$ cat src/core/asu_pkg.sv
// Constants, register map and state types of the accumulator stack arithmetic unit.
// Assumes a single clock domain and a 32-bit AHB-Lite register bus.
package asu_pkg;

    localparam int          STACK_DEPTH   = 8;
    localparam int          WORD_W        = 32;
    localparam int          HALF_W        = 16;
    localparam int          DIGITS_ACC    = 8;
    localparam int          DIGITS_DIVSR  = 4;
    localparam int          DIV_STEPS     = 32;
    localparam logic [5:0]  DIV_LAST      = 6'h1F;

    // Register byte addresses
    localparam logic [7:0]  ADDR_CMD      = 8'h00;
    localparam logic [7:0]  ADDR_ACC      = 8'h04;
    localparam logic [7:0]  ADDR_STATUS   = 8'h08;
    // Stack level n (1..8) reads at 0x20 + 4*(n-1)
    localparam logic [2:0]  ADDR_STK_REGION = 3'h1;

    localparam logic [1:0]  HTRANS_NONSEQ = 2'h2;
    localparam logic        HRESP_OKAY    = 1'h0;
    localparam logic [3:0]  BCD_MAX_DIGIT = 4'h9;
    localparam logic [3:0]  DABBLE_LIMIT  = 4'h4;
    localparam logic [3:0]  DABBLE_ADD    = 4'h3;
    localparam logic [31:0] TEN           = 32'h0000000A;

    // Status flag positions
    localparam int          FLG_OVF       = 0;
    localparam int          FLG_ZERO      = 1;
    localparam int          FLG_CARRY16   = 2;
    localparam int          FLG_CARRY32   = 3;
    localparam int          FLG_NEG       = 4;
    localparam int          FLG_SIGN_ERR  = 5;
    localparam int          FLG_NON_BCD   = 6;
    localparam int          FLG_BORROW16  = 7;
    localparam int          FLG_BORROW32  = 8;
    localparam int          FLAG_W        = 9;
    localparam int          STATUS_BUSY   = 16;

    typedef enum logic [2:0] {
        OP_NONE    = 3'b000,
        OP_BCD_DIV = 3'b001,
        OP_ADD     = 3'b010,
        OP_SUB     = 3'b011,
        OP_MUL     = 3'b100,
        OP_BIN_DIV = 3'b101
    } asu_op_t;

    typedef logic [STACK_DEPTH-1:0][WORD_W-1:0] asu_stack_t;

    typedef struct packed {
        logic [WORD_W-1:0] acc;
        asu_stack_t        stk;
        logic [FLAG_W-1:0] flags;
        logic              busy;
        logic              div_bcd;
        logic              ph_pend;
        logic              ph_write;
        logic [7:0]        ph_addr;
        logic              hready;
        logic              hresp;
        logic [WORD_W-1:0] hrdata;
    } asu_state_t;

    typedef struct packed {
        logic [WORD_W-1:0] quo;
        logic [HALF_W:0]   rem;
        logic [HALF_W-1:0] divisor;
        logic [5:0]        cnt;
        logic              run;
        logic              done;
    } asu_div_state_t;

endpackage

$ cat src/core/asu_divider.sv
// Sequential restoring divider, 32-bit dividend by 16-bit divisor.
// Assumes a nonzero divisor; the caller screens zero and oversized divisors.
module asu_divider (
    input  wire logic        clk_sys,
    input  wire logic        arst_n,
    input  wire logic        start,
    input  wire logic [31:0] dividend,
    input  wire logic [15:0] divisor,
    output logic             done,
    output logic [31:0]      quotient,
    output logic [15:0]      remainder
);
    asu_pkg::asu_div_state_t d_r;
    asu_pkg::asu_div_state_t d_nxt;

    always_comb begin
        logic [16:0] shifted;
        shifted = '0;
        d_nxt = d_r;
        d_nxt.done = 1'b0;
        if (start) begin
            d_nxt.quo     = dividend;
            d_nxt.rem     = '0;
            d_nxt.divisor = divisor;
            d_nxt.cnt     = '0;
            d_nxt.run     = 1'b1;
        end else if (d_r.run) begin
            // One quotient bit per cycle keeps the adder at 17 bits
            shifted = {d_r.rem[15:0], d_r.quo[31]};
            if (shifted >= {1'b0, d_r.divisor}) begin
                d_nxt.rem = shifted - {1'b0, d_r.divisor};
                d_nxt.quo = {d_r.quo[30:0], 1'b1};
            end else begin
                d_nxt.rem = shifted;
                d_nxt.quo = {d_r.quo[30:0], 1'b0};
            end
            d_nxt.cnt = d_r.cnt + 6'h01;
            if (d_r.cnt == asu_pkg::DIV_LAST) begin
                d_nxt.run  = 1'b0;
                d_nxt.done = 1'b1;
            end
        end
    end

    always_ff @(posedge clk_sys or negedge arst_n) begin
        if (!arst_n) begin
            d_r <= '0;
        end else begin
            d_r <= d_nxt;
        end
    end

    assign done      = d_r.done;
    assign quotient  = d_r.quo;
    assign remainder = d_r.rem[15:0];
endmodule

$ cat src/core/asu_top.sv
// Accumulator and eight-level accumulator stack with stack arithmetic.
// Assumes one AHB-Lite master that issues single word transfers only.
//
// Our own choices: the AHB-Lite register port and the register addresses.

// Behaviour
// - BCD divide: 8-digit accumulator by 4-digit level one; quotient, remainder.
// - BCD divide works on the full 32-bit accumulator.
// - Operand too large for the accumulator sets operand overflow flag.
// - Invalid BCD digit in a BCD operation sets non-BCD flag.
// - Binary add: accumulator plus level one into accumulator.
// - After binary add, level one is dropped and stack moves up.
// - Carry out of bit 15 sets carry16 flag.
// - Carry out of bit 31 sets carry32 flag.
// - Wrong sign after signed add or subtract sets sign error flag.
// - Zero flag follows whether the resulting accumulator is zero.
// - Negative flag follows whether the resulting accumulator is negative.
// - Binary subtract: accumulator minus level one into accumulator.
// - Subtract and multiply pop level one, stack moves up.
// - Separate borrow flags at 16-bit and 32-bit width.
// - Multiply 16-bit level one by 16-bit accumulator, 32-bit product.
// - Binary divide 32 by 16 bit; quotient to accumulator, remainder to level one.
// - A flag holds until a later operation touching it updates it.
// - Accumulator load pushes old accumulator into level one.
module asu_top (
    input  wire logic        clk_sys,
    input  wire logic        arst_n,
    input  wire logic        hsel,
    input  wire logic [31:0] haddr,
    input  wire logic [1:0]  htrans,
    input  wire logic        hwrite,
    input  wire logic [2:0]  hsize,
    input  wire logic [31:0] hwdata,
    input  wire logic        hready,
    output logic             hreadyout,
    output logic             hresp,
    output logic [31:0]      hrdata
);
    localparam int          NIB_W      = 4;
    localparam int          ADDR_W     = 8;
    localparam int          OP_W       = $bits(asu_pkg::asu_op_t);
    localparam int          STK_IDX_LO = 2;
    localparam int          STK_IDX_HI = 4;
    localparam int          REGION_LO  = 5;
    localparam int          REGION_HI  = 7;
    localparam logic [2:0]  HSIZE_WORD = 3'h2;

    // True when any of the low digits is not a decimal digit
    function automatic logic asu_non_bcd(
        input logic [asu_pkg::WORD_W-1:0] value,
        input int                         digits
    );
        logic bad;
        bad = 1'b0;
        for (int i = 0; i < digits; i++) begin
            if (value[i*NIB_W +: NIB_W] > asu_pkg::BCD_MAX_DIGIT) begin
                bad = 1'b1;
            end
        end
        return bad;
    endfunction

    // Packed decimal to binary, most significant digit first
    function automatic logic [asu_pkg::WORD_W-1:0] asu_bcd_to_bin(
        input logic [asu_pkg::WORD_W-1:0] bcd,
        input int                         digits
    );
        logic [asu_pkg::WORD_W-1:0] bin;
        bin = '0;
        for (int i = digits - 1; i >= 0; i--) begin
            bin = bin * asu_pkg::TEN
                + {{(asu_pkg::WORD_W-NIB_W){1'b0}}, bcd[i*NIB_W +: NIB_W]};
        end
        return bin;
    endfunction

    // Shift-and-add-three; inputs stay within eight decimal digits here
    function automatic logic [asu_pkg::WORD_W-1:0] asu_bin_to_bcd(
        input logic [asu_pkg::WORD_W-1:0] bin
    );
        logic [asu_pkg::WORD_W-1:0] bcd;
        bcd = '0;
        for (int i = asu_pkg::WORD_W - 1; i >= 0; i--) begin
            for (int d = 0; d < asu_pkg::DIGITS_ACC; d++) begin
                if (bcd[d*NIB_W +: NIB_W] > asu_pkg::DABBLE_LIMIT) begin
                    bcd[d*NIB_W +: NIB_W] = bcd[d*NIB_W +: NIB_W] + asu_pkg::DABBLE_ADD;
                end
            end
            bcd = {bcd[asu_pkg::WORD_W-2:0], bin[i]};
        end
        return bcd;
    endfunction

    // Level one takes the value, the deepest level falls off
    function automatic asu_pkg::asu_stack_t asu_push(
        input asu_pkg::asu_stack_t        stk,
        input logic [asu_pkg::WORD_W-1:0] value
    );
        asu_pkg::asu_stack_t s;
        s = {stk[asu_pkg::STACK_DEPTH-2:0], value};
        return s;
    endfunction

    // Level one is dropped; zero refills the deepest level
    function automatic asu_pkg::asu_stack_t asu_pop(
        input asu_pkg::asu_stack_t stk
    );
        asu_pkg::asu_stack_t s;
        s = {{asu_pkg::WORD_W{1'b0}}, stk[asu_pkg::STACK_DEPTH-1:1]};
        return s;
    endfunction

    function automatic logic [asu_pkg::FLAG_W-1:0] asu_zero_neg(
        input logic [asu_pkg::FLAG_W-1:0] flags,
        input logic [asu_pkg::WORD_W-1:0] value
    );
        logic [asu_pkg::FLAG_W-1:0] f;
        f = flags;
        f[asu_pkg::FLG_ZERO] = (value == '0);
        f[asu_pkg::FLG_NEG]  = value[asu_pkg::WORD_W-1];
        return f;
    endfunction

    function automatic logic [asu_pkg::WORD_W-1:0] asu_read(
        input asu_pkg::asu_state_t s,
        input logic [ADDR_W-1:0]   addr
    );
        logic [asu_pkg::WORD_W-1:0] data;
        data = '0;
        if (addr == asu_pkg::ADDR_ACC) begin
            data = s.acc;
        end else if (addr == asu_pkg::ADDR_STATUS) begin
            data[asu_pkg::FLAG_W-1:0]  = s.flags;
            data[asu_pkg::STATUS_BUSY] = s.busy;
        end else if (addr[REGION_HI:REGION_LO] == asu_pkg::ADDR_STK_REGION) begin
            data = s.stk[addr[STK_IDX_HI:STK_IDX_LO]];
        end
        return data;
    endfunction

    asu_pkg::asu_state_t        st_r;
    asu_pkg::asu_state_t        st_nxt;
    asu_pkg::asu_op_t           cmd_op;
    logic                       addr_take;
    logic                       data_wr;
    logic                       wr_load;
    logic                       wr_cmd;
    logic                       add_go;
    logic                       sub_go;
    logic                       mul_go;
    logic                       bdiv_go;
    logic                       bcd_go;
    logic                       pop_go;
    logic                       res_upd;
    logic                       div_start;
    logic                       div_done;
    logic [31:0]                div_dividend;
    logic [15:0]                div_divisor;
    logic [31:0]                div_quo;
    logic [15:0]                div_rem;
    logic [31:0]                acc_q;
    logic [31:0]                lvl1_q;
    logic [31:0]                lvl2_q;
    logic [31:0]                deepest_q;
    logic [15:0]                acc_lo;
    logic [15:0]                lvl1_lo;
    logic [32:0]                sum_w;
    logic [16:0]                sum16_w;
    logic [31:0]                diff_w;
    logic [31:0]                prod_w;
    logic [31:0]                bcd_dvs_w;
    logic                       bcd_bad;
    logic                       dvs_big;
    logic                       dvs_zero;
    logic                       flag_ovf;
    logic                       flag_zero;
    logic                       flag_neg;
    logic                       flag_non_bcd;

    assign acc_q        = st_r.acc;
    assign lvl1_q       = st_r.stk[0];
    assign lvl2_q       = st_r.stk[1];
    assign deepest_q    = st_r.stk[asu_pkg::STACK_DEPTH-1];
    assign acc_lo       = acc_q[asu_pkg::HALF_W-1:0];
    assign lvl1_lo      = lvl1_q[asu_pkg::HALF_W-1:0];
    assign flag_ovf     = st_r.flags[asu_pkg::FLG_OVF];
    assign flag_zero    = st_r.flags[asu_pkg::FLG_ZERO];
    assign flag_neg     = st_r.flags[asu_pkg::FLG_NEG];
    assign flag_non_bcd = st_r.flags[asu_pkg::FLG_NON_BCD];

    // Only whole-word single transfers are taken
    assign addr_take = hsel && hready && (htrans == asu_pkg::HTRANS_NONSEQ)
                       && (hsize == HSIZE_WORD);
    assign data_wr   = st_r.ph_pend && st_r.ph_write;
    // Loads and commands are ignored while a divide runs
    assign wr_load   = data_wr && (st_r.ph_addr == asu_pkg::ADDR_ACC) && !st_r.busy;
    assign wr_cmd    = data_wr && (st_r.ph_addr == asu_pkg::ADDR_CMD) && !st_r.busy;
    assign cmd_op    = asu_pkg::asu_op_t'(hwdata[OP_W-1:0]);
    assign add_go    = wr_cmd && (cmd_op == asu_pkg::OP_ADD);
    assign sub_go    = wr_cmd && (cmd_op == asu_pkg::OP_SUB);
    assign mul_go    = wr_cmd && (cmd_op == asu_pkg::OP_MUL);
    assign bdiv_go   = wr_cmd && (cmd_op == asu_pkg::OP_BIN_DIV);
    assign bcd_go    = wr_cmd && (cmd_op == asu_pkg::OP_BCD_DIV);
    assign pop_go    = add_go || sub_go || mul_go;

    assign sum_w     = {1'b0, acc_q} + {1'b0, lvl1_q};
    assign sum16_w   = {1'b0, acc_lo} + {1'b0, lvl1_lo};
    assign diff_w    = acc_q - lvl1_q;
    assign prod_w    = {{asu_pkg::HALF_W{1'b0}}, acc_lo} * {{asu_pkg::HALF_W{1'b0}}, lvl1_lo};
    assign bcd_dvs_w = asu_bcd_to_bin(lvl1_q, asu_pkg::DIGITS_DIVSR);
    assign bcd_bad   = asu_non_bcd(acc_q, asu_pkg::DIGITS_ACC)
                       || asu_non_bcd(lvl1_q, asu_pkg::DIGITS_DIVSR);
    // A divisor wider than 16 bits (4 digits) cannot be handled
    assign dvs_big   = (lvl1_q[asu_pkg::WORD_W-1:asu_pkg::HALF_W] != '0);
    assign dvs_zero  = (lvl1_q == '0);

    always_comb begin
        st_nxt       = st_r;
        div_start    = 1'b0;
        div_dividend = '0;
        div_divisor  = '0;
        res_upd      = 1'b0;

        // Read data is fetched in the address phase so hrdata leaves a flop;
        // a read pipelined right behind a write sees the older value
        st_nxt.ph_pend = addr_take;
        st_nxt.hready  = 1'b1;
        st_nxt.hresp   = asu_pkg::HRESP_OKAY;
        if (addr_take) begin
            st_nxt.ph_write = hwrite;
            st_nxt.ph_addr  = haddr[ADDR_W-1:0];
            st_nxt.hrdata   = asu_read(st_r, haddr[ADDR_W-1:0]);
        end

        if (wr_load) begin
            st_nxt.stk = asu_push(st_r.stk, st_r.acc);
            st_nxt.acc = hwdata;
        end

        if (wr_cmd) begin
            unique case (cmd_op)
                asu_pkg::OP_ADD: begin
                    st_nxt.acc = sum_w[asu_pkg::WORD_W-1:0];
                    st_nxt.stk = asu_pop(st_r.stk);
                    st_nxt.flags[asu_pkg::FLG_CARRY16] = sum16_w[asu_pkg::HALF_W];
                    st_nxt.flags[asu_pkg::FLG_CARRY32] = sum_w[asu_pkg::WORD_W];
                    st_nxt.flags[asu_pkg::FLG_SIGN_ERR] =
                        (acc_q[asu_pkg::WORD_W-1] == lvl1_q[asu_pkg::WORD_W-1])
                        && (sum_w[asu_pkg::WORD_W-1] != acc_q[asu_pkg::WORD_W-1]);
                    res_upd = 1'b1;
                end
                asu_pkg::OP_SUB: begin
                    st_nxt.acc = diff_w;
                    st_nxt.stk = asu_pop(st_r.stk);
                    st_nxt.flags[asu_pkg::FLG_BORROW16] = (acc_lo < lvl1_lo);
                    st_nxt.flags[asu_pkg::FLG_BORROW32] = (acc_q < lvl1_q);
                    st_nxt.flags[asu_pkg::FLG_SIGN_ERR] =
                        (acc_q[asu_pkg::WORD_W-1] != lvl1_q[asu_pkg::WORD_W-1])
                        && (diff_w[asu_pkg::WORD_W-1] != acc_q[asu_pkg::WORD_W-1]);
                    res_upd = 1'b1;
                end
                asu_pkg::OP_MUL: begin
                    st_nxt.acc = prod_w;
                    st_nxt.stk = asu_pop(st_r.stk);
                    res_upd    = 1'b1;
                end
                asu_pkg::OP_BIN_DIV: begin
                    st_nxt.flags[asu_pkg::FLG_OVF] = dvs_big || dvs_zero;
                    if (dvs_big || dvs_zero) begin
                        res_upd = 1'b1;
                    end else begin
                        div_start      = 1'b1;
                        div_dividend   = acc_q;
                        div_divisor    = lvl1_lo;
                        st_nxt.busy    = 1'b1;
                        st_nxt.div_bcd = 1'b0;
                    end
                end
                asu_pkg::OP_BCD_DIV: begin
                    st_nxt.flags[asu_pkg::FLG_NON_BCD] = bcd_bad;
                    st_nxt.flags[asu_pkg::FLG_OVF]     = dvs_big || dvs_zero;
                    if (bcd_bad || dvs_big || dvs_zero) begin
                        res_upd = 1'b1;
                    end else begin
                        // Digits are turned to binary so one divider serves both
                        div_start      = 1'b1;
                        div_dividend   = asu_bcd_to_bin(acc_q, asu_pkg::DIGITS_ACC);
                        div_divisor    = bcd_dvs_w[asu_pkg::HALF_W-1:0];
                        st_nxt.busy    = 1'b1;
                        st_nxt.div_bcd = 1'b1;
                    end
                end
                asu_pkg::OP_NONE: begin
                end
                default: begin
                end
            endcase
        end

        if (div_done && st_r.busy) begin
            if (st_r.div_bcd) begin
                st_nxt.acc    = asu_bin_to_bcd(div_quo);
                st_nxt.stk[0] = asu_bin_to_bcd({{asu_pkg::HALF_W{1'b0}}, div_rem});
            end else begin
                st_nxt.acc    = div_quo;
                st_nxt.stk[0] = {{asu_pkg::HALF_W{1'b0}}, div_rem};
            end
            st_nxt.busy = 1'b0;
            res_upd     = 1'b1;
        end

        // Untouched flags keep their value until an operation using them
        if (res_upd) begin
            st_nxt.flags = asu_zero_neg(st_nxt.flags, st_nxt.acc);
        end
    end

    always_ff @(posedge clk_sys or negedge arst_n) begin
        if (!arst_n) begin
            st_r        <= '0;
            st_r.hready <= 1'b1;
        end else begin
            st_r <= st_nxt;
        end
    end

    asu_divider u_div (
        .clk_sys   (clk_sys),
        .arst_n    (arst_n),
        .start     (div_start),
        .dividend  (div_dividend),
        .divisor   (div_divisor),
        .done      (div_done),
        .quotient  (div_quo),
        .remainder (div_rem)
    );

    assign hreadyout = st_r.hready;
    assign hresp     = st_r.hresp;
    assign hrdata    = st_r.hrdata;

    AST_ADD_SUM: assert property (@(posedge clk_sys) disable iff (!arst_n)
        add_go |=> acc_q == $past(acc_q) + $past(lvl1_q))
        else $error("add result wrong");

    AST_ADD_POP: assert property (@(posedge clk_sys) disable iff (!arst_n)
        add_go |=> lvl1_q == $past(lvl2_q))
        else $error("stack not moved up after add");

    AST_SUB_DIFF: assert property (@(posedge clk_sys) disable iff (!arst_n)
        sub_go |=> acc_q == $past(acc_q) - $past(lvl1_q))
        else $error("subtract result wrong");

    AST_MUL_PROD: assert property (@(posedge clk_sys) disable iff (!arst_n)
        mul_go |=> acc_q == $past(acc_lo) * $past(lvl1_lo))
        else $error("multiply result wrong");

    AST_LOAD_PUSH: assert property (@(posedge clk_sys) disable iff (!arst_n)
        wr_load |=> lvl1_q == $past(acc_q))
        else $error("load did not push accumulator");

    AST_POP_CLEAR: assert property (@(posedge clk_sys) disable iff (!arst_n)
        pop_go |=> deepest_q == '0)
        else $error("deepest level not cleared");

    AST_ZERO_DIV_HOLD: assert property (@(posedge clk_sys) disable iff (!arst_n)
        (bdiv_go && dvs_zero) |=> flag_ovf && acc_q == $past(acc_q) && lvl1_q == $past(lvl1_q))
        else $error("zero divisor not refused");

    AST_NON_BCD_HOLD: assert property (@(posedge clk_sys) disable iff (!arst_n)
        (bcd_go && bcd_bad) |=> flag_non_bcd && acc_q == $past(acc_q))
        else $error("non decimal digit not flagged");

    AST_ZERO_FLAG: assert property (@(posedge clk_sys) disable iff (!arst_n)
        res_upd |=> flag_zero == (acc_q == '0))
        else $error("zero flag wrong");

    AST_NEG_FLAG: assert property (@(posedge clk_sys) disable iff (!arst_n)
        res_upd |=> flag_neg == acc_q[asu_pkg::WORD_W-1])
        else $error("negative flag wrong");

    COV_ADD_POP: cover property (@(posedge clk_sys) disable iff (!arst_n) add_go);
    COV_SUB_POP: cover property (@(posedge clk_sys) disable iff (!arst_n) sub_go);
    COV_DIV_DONE: cover property (@(posedge clk_sys) disable iff (!arst_n)
        div_done && st_r.div_bcd);
    COV_NON_BCD: cover property (@(posedge clk_sys) disable iff (!arst_n) bcd_go && bcd_bad);
endmodule

$ cat config.mk
export PLATFORM = sky130hd
export DESIGN_NAME = asu_top
export DESIGN_NICKNAME = d
export VERILOG_FILES = /design/src/core/asu_pkg.sv /design/src/core/asu_divider.sv /design/src/core/asu_top.sv
export SDC_FILE = /design/constraint.sdc
export NUM_CORES = 2
export LEC_CHECK = 0
export BUFFER_PORTS_ARGS = -buffer_cell sky130_fd_sc_hd__buf_2
export CORE_ASPECT_RATIO = 1.2
export CORE_MARGIN = 10
export CORE_UTILIZATION = 40
export CTS_BUF_LIST = sky130_fd_sc_hd__clkbuf_2
export DETAILED_ROUTE_END_ITERATION = 8
export PLACE_DENSITY = 0.57
export SYNTH_ARGS = -nofsm -noshare
export SYNTH_HDL_FRONTEND = slang
export SYNTH_SLANG_ARGS = --single-unit
$ cat constraint.sdc
create_clock -name clk_sys -period 36.2 [get_ports clk_sys]
set_clock_uncertainty 0.05 [all_clocks]
set_input_delay 1.81 -clock clk_sys [delete_from_list [all_inputs] [get_ports clk_sys]]
set_output_delay 1.81 -clock clk_sys [all_outputs]
set_load 0.02 [all_outputs]
# Word level (Yosys, flattened, before mapping)
# Index checks and enable logic that the tools add are counted.
# op_classes
n_mul,11
order_cmp,199
n_reduce_logical,27
n_addsub,198
n_eq_ne,20
n_mux,584
# op_table
operator,n
$mux W4,501
$pmux W288 S3,1
$gt A4 B3 Y1 const B,170
$add A4 B2 Y4 const B,163
$mux W292,1
$mux W288,1
$mux W32,9
$mux W49,2
$bmux W32 S3,1
$mux W3,23
$add A32 B4 Y32,2
$logic_not A32 Y1,2
$pmux W32 S2,1
$add A3 B2 Y4 const B,12
$gt A4 B4 Y1 const B,12
$mux W16,3
$gt A3 B3 Y1 const B,13
$add A32 B32 Y33,1
$lt A32 B32 Y1,1
$mul A16 B16 Y32,1
$mul A32 B3 Y31 const B,1
$pmux W16 S2,1
$sub A32 B32 Y32,1
$mul A29 B3 Y31 const B,1
50 further kinds,115
# word_totals
in_bits,74
word_cells,1062
reg_bits,413
output_inout_bits,34

# Depth between registers and ports, before layout
# depth
word_depth,117
mapped_depth,105
ltp_nobuf,92

# Modules after synthesis
# A second synthesis with hierarchy kept.
# hier_totals
cells_unflattened,9663
area_unflattened_um2,73344.1
# by_module_without_submodules
module,instances,area_per_inst_um2,seq_area_each_um2,cells_per_inst
asu_top,1,68638.3,8533.2,9141
asu_divider,1,4705.8,1801.7,522

# Least setup slack after synthesis
# OpenSTA, ideal clock, no wires.
# synth_timing
kind,reg2reg
start,"register u_div.d_r, in the netlist u_div.quotient[29]"
end,"register st_r, in the netlist flag_zero"
stages_incl_launch_ff,100
t_arrival_ns,19.661
path_slack_ns,16.423
n_path_buf,13
period_less_slack_ns,19.777
setup_time_ns,0.066
t_required_ns,36.084
cell_sequence,dfrtp_1 > buf_4 > inv_1 > ha_1 > inv_1 > ha_1 > buf_4 > and2b_1 > o31ai_2 > nand2_2 > buf_2 > a211oi_1 > xnor2_1 > ha_1 > inv_1 > ha_1 > xnor3_1 > clkbuf_1 > (+64 left out) > ha_1 > nor2_1 > nor2_1 > o211ai_1 > o31ai_1 > nor2_1 > xor2_1 > ha_1 > inv_1 > a32oi_1 > mux2i_1 > a221o_1 > nor2_1 > nand4b_1 > nor3_1 > nand4b_1 > a2111oi_2 > a41o_1
# synth_lines
item,line_no,rtl
start: declaration,asu_divider.sv:13,asu_pkg::asu_div_state_t d_r;
start signal: assignment,asu_divider.sv:49,d_r <= d_nxt;
end signal: assignment,asu_top.sv:323,st_r <= st_nxt;
end: declaration,asu_top.sv:141,asu_pkg::asu_state_t st_r;

# Worst setup path in the final report
# layout_timing
start,"register u_div.d_r, in the netlist u_div.quotient[29]"
end,"register st_r, in the netlist flag_zero"
# layout_between
elab_chain_len,117
word_cells_on_any_way,727
cone_classes,add/sub (148); order compare (148); mux (430); reduce/logical (1)
# layout_lines
item,line_no,rtl
$add A3 B2 Y4 or $gt A3 B3 Y1 (tied branches),"asu_top.sv:86, asu_top.sv:85",
$mux W4,asu_top.sv:85,if (bcd[d*NIB_W +: NIB_W] > asu_pkg::DABBLE_LIMIT) begin
$mux W4,asu_top.sv:301,if (st_r.div_bcd) begin
$mux W4,asu_top.sv:300,if (div_done && st_r.busy) begin
$add A4 B2 Y4 or $gt A4 B3 Y1 (tied branches),"asu_top.sv:86, asu_top.sv:85",
$mux W4,asu_top.sv:85,
$mux W4,asu_top.sv:301,
$mux W4,asu_top.sv:300,
(+101 left out),-,
$mux W4 or $mux W3 (tied branches),asu_top.sv:85,
$mux W4 or $mux W3 (tied branches),asu_top.sv:301,
$mux W4 or $mux W3 (tied branches),asu_top.sv:300,
$add A4 B2 Y4 (tied with other cells),asu_top.sv:86,bcd[d*NIB_W +: NIB_W] = bcd[d*NIB_W +: NIB_W] + asu_pkg::DABBLE_ADD;
$mux W4 or $mux W3 (tied branches),asu_top.sv:85,
$mux W32 *,asu_top.sv:301,
$mux W32 *,asu_top.sv:300,
$logic_not A32 Y1 *,asu_top.sv:119,f[asu_pkg::FLG_ZERO] = (value == '0);
# Every way passes the cells marked *; elsewhere a longest branch is shown, timed or not. The select of a mux whose other input is x is not followed.
# A chain may end at the register's enable or synchronous reset.

==> results.cfg <==
[setup_path]
critPathMaxStageDelay_ns = 0.99
rr_endpoint = flag_zero
crit_slowest_cell = a221oi_1
ff2ff_path_depth = 81
start_kind = flip-flop
crit_path_end = flag_zero
r2r_start = u_div.quotient[29]
cp-startpoint = u_div.quotient[29]
worst-setup-path-type = flip-flop to flip-flop
cpMostUsedCell = ha_1
cp_max_fo = 17
end_kind = flip-flop
cp.required_ns = 37.43
rrSetupSlack_ns = 11.09
crit_arrival_ns = 26.34

[sta]
maxSlewHeadroom_pct = 10.8
finalMaxSlewViolations = 0
tightestPinTransition_ns = 1.32
setup_viol = 0
hold_violations = 0
fmax_mhz = 39.8
finalCriticalPeriod_ns = 25.11
period_share_pct = 69.4
rsz0062_at_grt = no
fin_tns_setup_ns = 0

[synth]
yosys.area.top_type_share_pct = 14.3
synthTopCellsByArea = dfrtp_1 (14%), ha_1 (11%), nand2_1 (6.2%)
netlist_instances = 9518
synth_area_mm2 = 0.0724
synth.largest_area_cell = dfrtp_1
avgSynthCellArea_um2 = 7.60
yosys_warnings = 0
synth_edf_count = 0
async_reset_ff_share_pct = 100
synth-main-ff-cell = dfrtp_1
yosysSeqAreaShare_pct = 14.3
synth.ff_latch_count = 413
synth_cell_types = 155

[finish]
drive_gt1_share_pct = 8.26
nets = 10100
synthToLayoutAreaGrowth_pct = 3.60

[drt]
antenna_left = 0
wl_um = 229000
via_per_inst = 6.12
met1_length_um = 97600
drcViolationCount = 0
dr.first_iter.drc_count = 5517
dr.max_layer_used = met4
dr.pass1.iters = 8
met2_wirelength_um = 111000
routed-wl-met3_um = 11900
routedWlPerCell_um = 19.6
vias = 71500

[clock_network]
path_clk_slew_ns = 0.12
cts_buffers = 99
clk_latency_ns = 1.43
cts_buffer_depth = 3
numClockSinks = 413
cts_tree = built
cts_htree_levels = 3
cts_root_buf = clkbuf_2
cts_setup_buffers = 0
ctsHoldBuffers = 0
ctsResizeCount = 0

[global_route]
grt_util_all_layers_pct = 21.8
antenna_found_initial = 4
first_global_vias = 68000
grt_max_degree = 176
grt_pass1_wl_um = 366000
overflow = 0

[floorplanning]
row_count = 170
dieArea_mm2 = 0.198
die_h_um = 486
boundaryPins = 108
start_util_pct = 40.3
die_x_um = 408
design.core.area_mm2 = 0.179

[job]
drv_cap = 0

[placement]
dpl.hpwl_um = 170000
gp_congestion = 0.912
port_buffers = 81

[status]
outcome = complete, no violations

[min_path]
hold_path.class = flip-flop to flip-flop
hp-start = st_r[180]
## cell usage after synthesis, drive strengths merged (58+ instances only)
cell type,number
and2,120
ha,646
mux4,66
fa,217
a211oi,119
o21bai,158
xnor2,343
and3,85
nor2,859
inv,617
nor3,248
xor2,172
a21oi,640
nand3,253
a221oi,84
mux2,89
mux2i,197
o31ai,58
o21ai,377
nand2,1196
nor4,135
buf,225
nand4,124
o211ai,129
a21o,144
dfrtp,413
a31oi,280
clkbuf,402
## state kept, by name, indices dropped and copies added (netlist names)
signal           flops
st_r               177
acc_q               32
deepest_q           32
hrdata              32
lvl1_q              32
lvl2_q              32
u_div.quotient      32
u_div.d_r           23
u_div.remainder     16
flag_neg             1
flag_non_bcd         1
flag_ovf             1
flag_zero            1
u_div.done           1
## worst min-delay path by stage
stage / to / slack (ns) / cells after the start
finish: st_r[212] / 0.42 / 2
CTS: st_r[162] / 0.35 / 1
detailed placement: u_div.d_r[8] / 0.42 / 2
floorplan: st_r[45] / 0.38 / 1
global route: st_r[258] / 0.42 / 1
global placement: u_div.d_r[21] / 0.42 / 2
## per-layer routing
metal | global-route usage, % | vias to the layer above
met5 | 0 | -
met4 | 8.49 | 0
met3 | 2.47 | 403
met2 | 38.1 | 2127
met1 | 27.5 | 34800
li1 | - | 34200
## logic make-up after synthesis
family          count (synthesis)  synth area share [%]
mux                           352                  6.21
flops                         413                  14.3
fa+ha+maj                     868                  17.2
simple gates                 3374                  22.2
other cells                     2                0.0104
buf+inv                      1248                  7.07
compound gates               2744                  26.6
xor+xnor                      517                  6.38
## placed cells by master, fill, tap and decap left out, types with 51 or more instances in the layout
cell,n
dfrtp_1,411
nand3_1,248
o21ai_1,53
nand4_1,124
o211ai_1,127
a22oi_1,55
xnor2_1,335
o22ai_1,53
o31ai_1,53
a221oi_1,76
a21o_1,144
a211oi_1,111
nor4_1,118
buf_4,122
o21ai_0,313
nor2_1,845
mux2i_1,192
buf_2,78
or3_1,51
nor3_1,229
mux2_2,84
xor2_1,172
nand2_1,1188
o21bai_1,157
and3_1,85
a31oi_1,278
mux4_2,66
a21oi_1,632
fa_1,217
ha_1,646
inv_1,614
and2_1,113
clkbuf_2,140
## stage by stage
| stage | cells | hold slack, ns | util, % | area (µm²) | worst slack (ns) |
|---|---|---|---|---|---|
| detailed placement | 11500 | 0.421 | 41.3 | 74000 | 11.51 |
| global route | 11700 | 0.421 | 41.8 | 74900 | 9.38 |
| finish | 11700 | 0.425 | 41.8 | 75000 | 11.09 |
| CTS | 11700 | 0.348 | 41.8 | 74900 | 11.44 |
| floorplan | 9523 | 0.381 | - | 72400 | 16.42 |
| global placement | 11500 | 0.416 | 41.3 | 74000 | 11.92 |
## final cells by class
class                      instances  area (µm²)
clock inverter                    35         206
antenna                            7        17.5
inverter                         621        2330
tap                             2408        3010
sequential                       413       10300
timing repair buffer             202        1340
clock buffer                     140         701
multi-input combinational       7862       57000
fill                           18400      104000
## worst max-delay path, delay by kind of cell (launching register included)
| kind | cells | cell delay, ns |
|---|---|---|
| AO/OA/AOI/OAI | 30 | 10.16 |
| XOR/XNOR | 7 | 2.23 |
| adder cells (fa/ha/maj) | 12 | 4.00 |
| buffers and inverters | 6 | 1.09 |
| flip-flops | 1 | 0.54 |
| multiplexers | 1 | 0.32 |
| AND/OR/NAND/NOR | 25 | 6.63 |
Power is left out: the tool's default activity adds up to more than one toggle a clock period on the data nets, which glitch-free logic cannot reach.
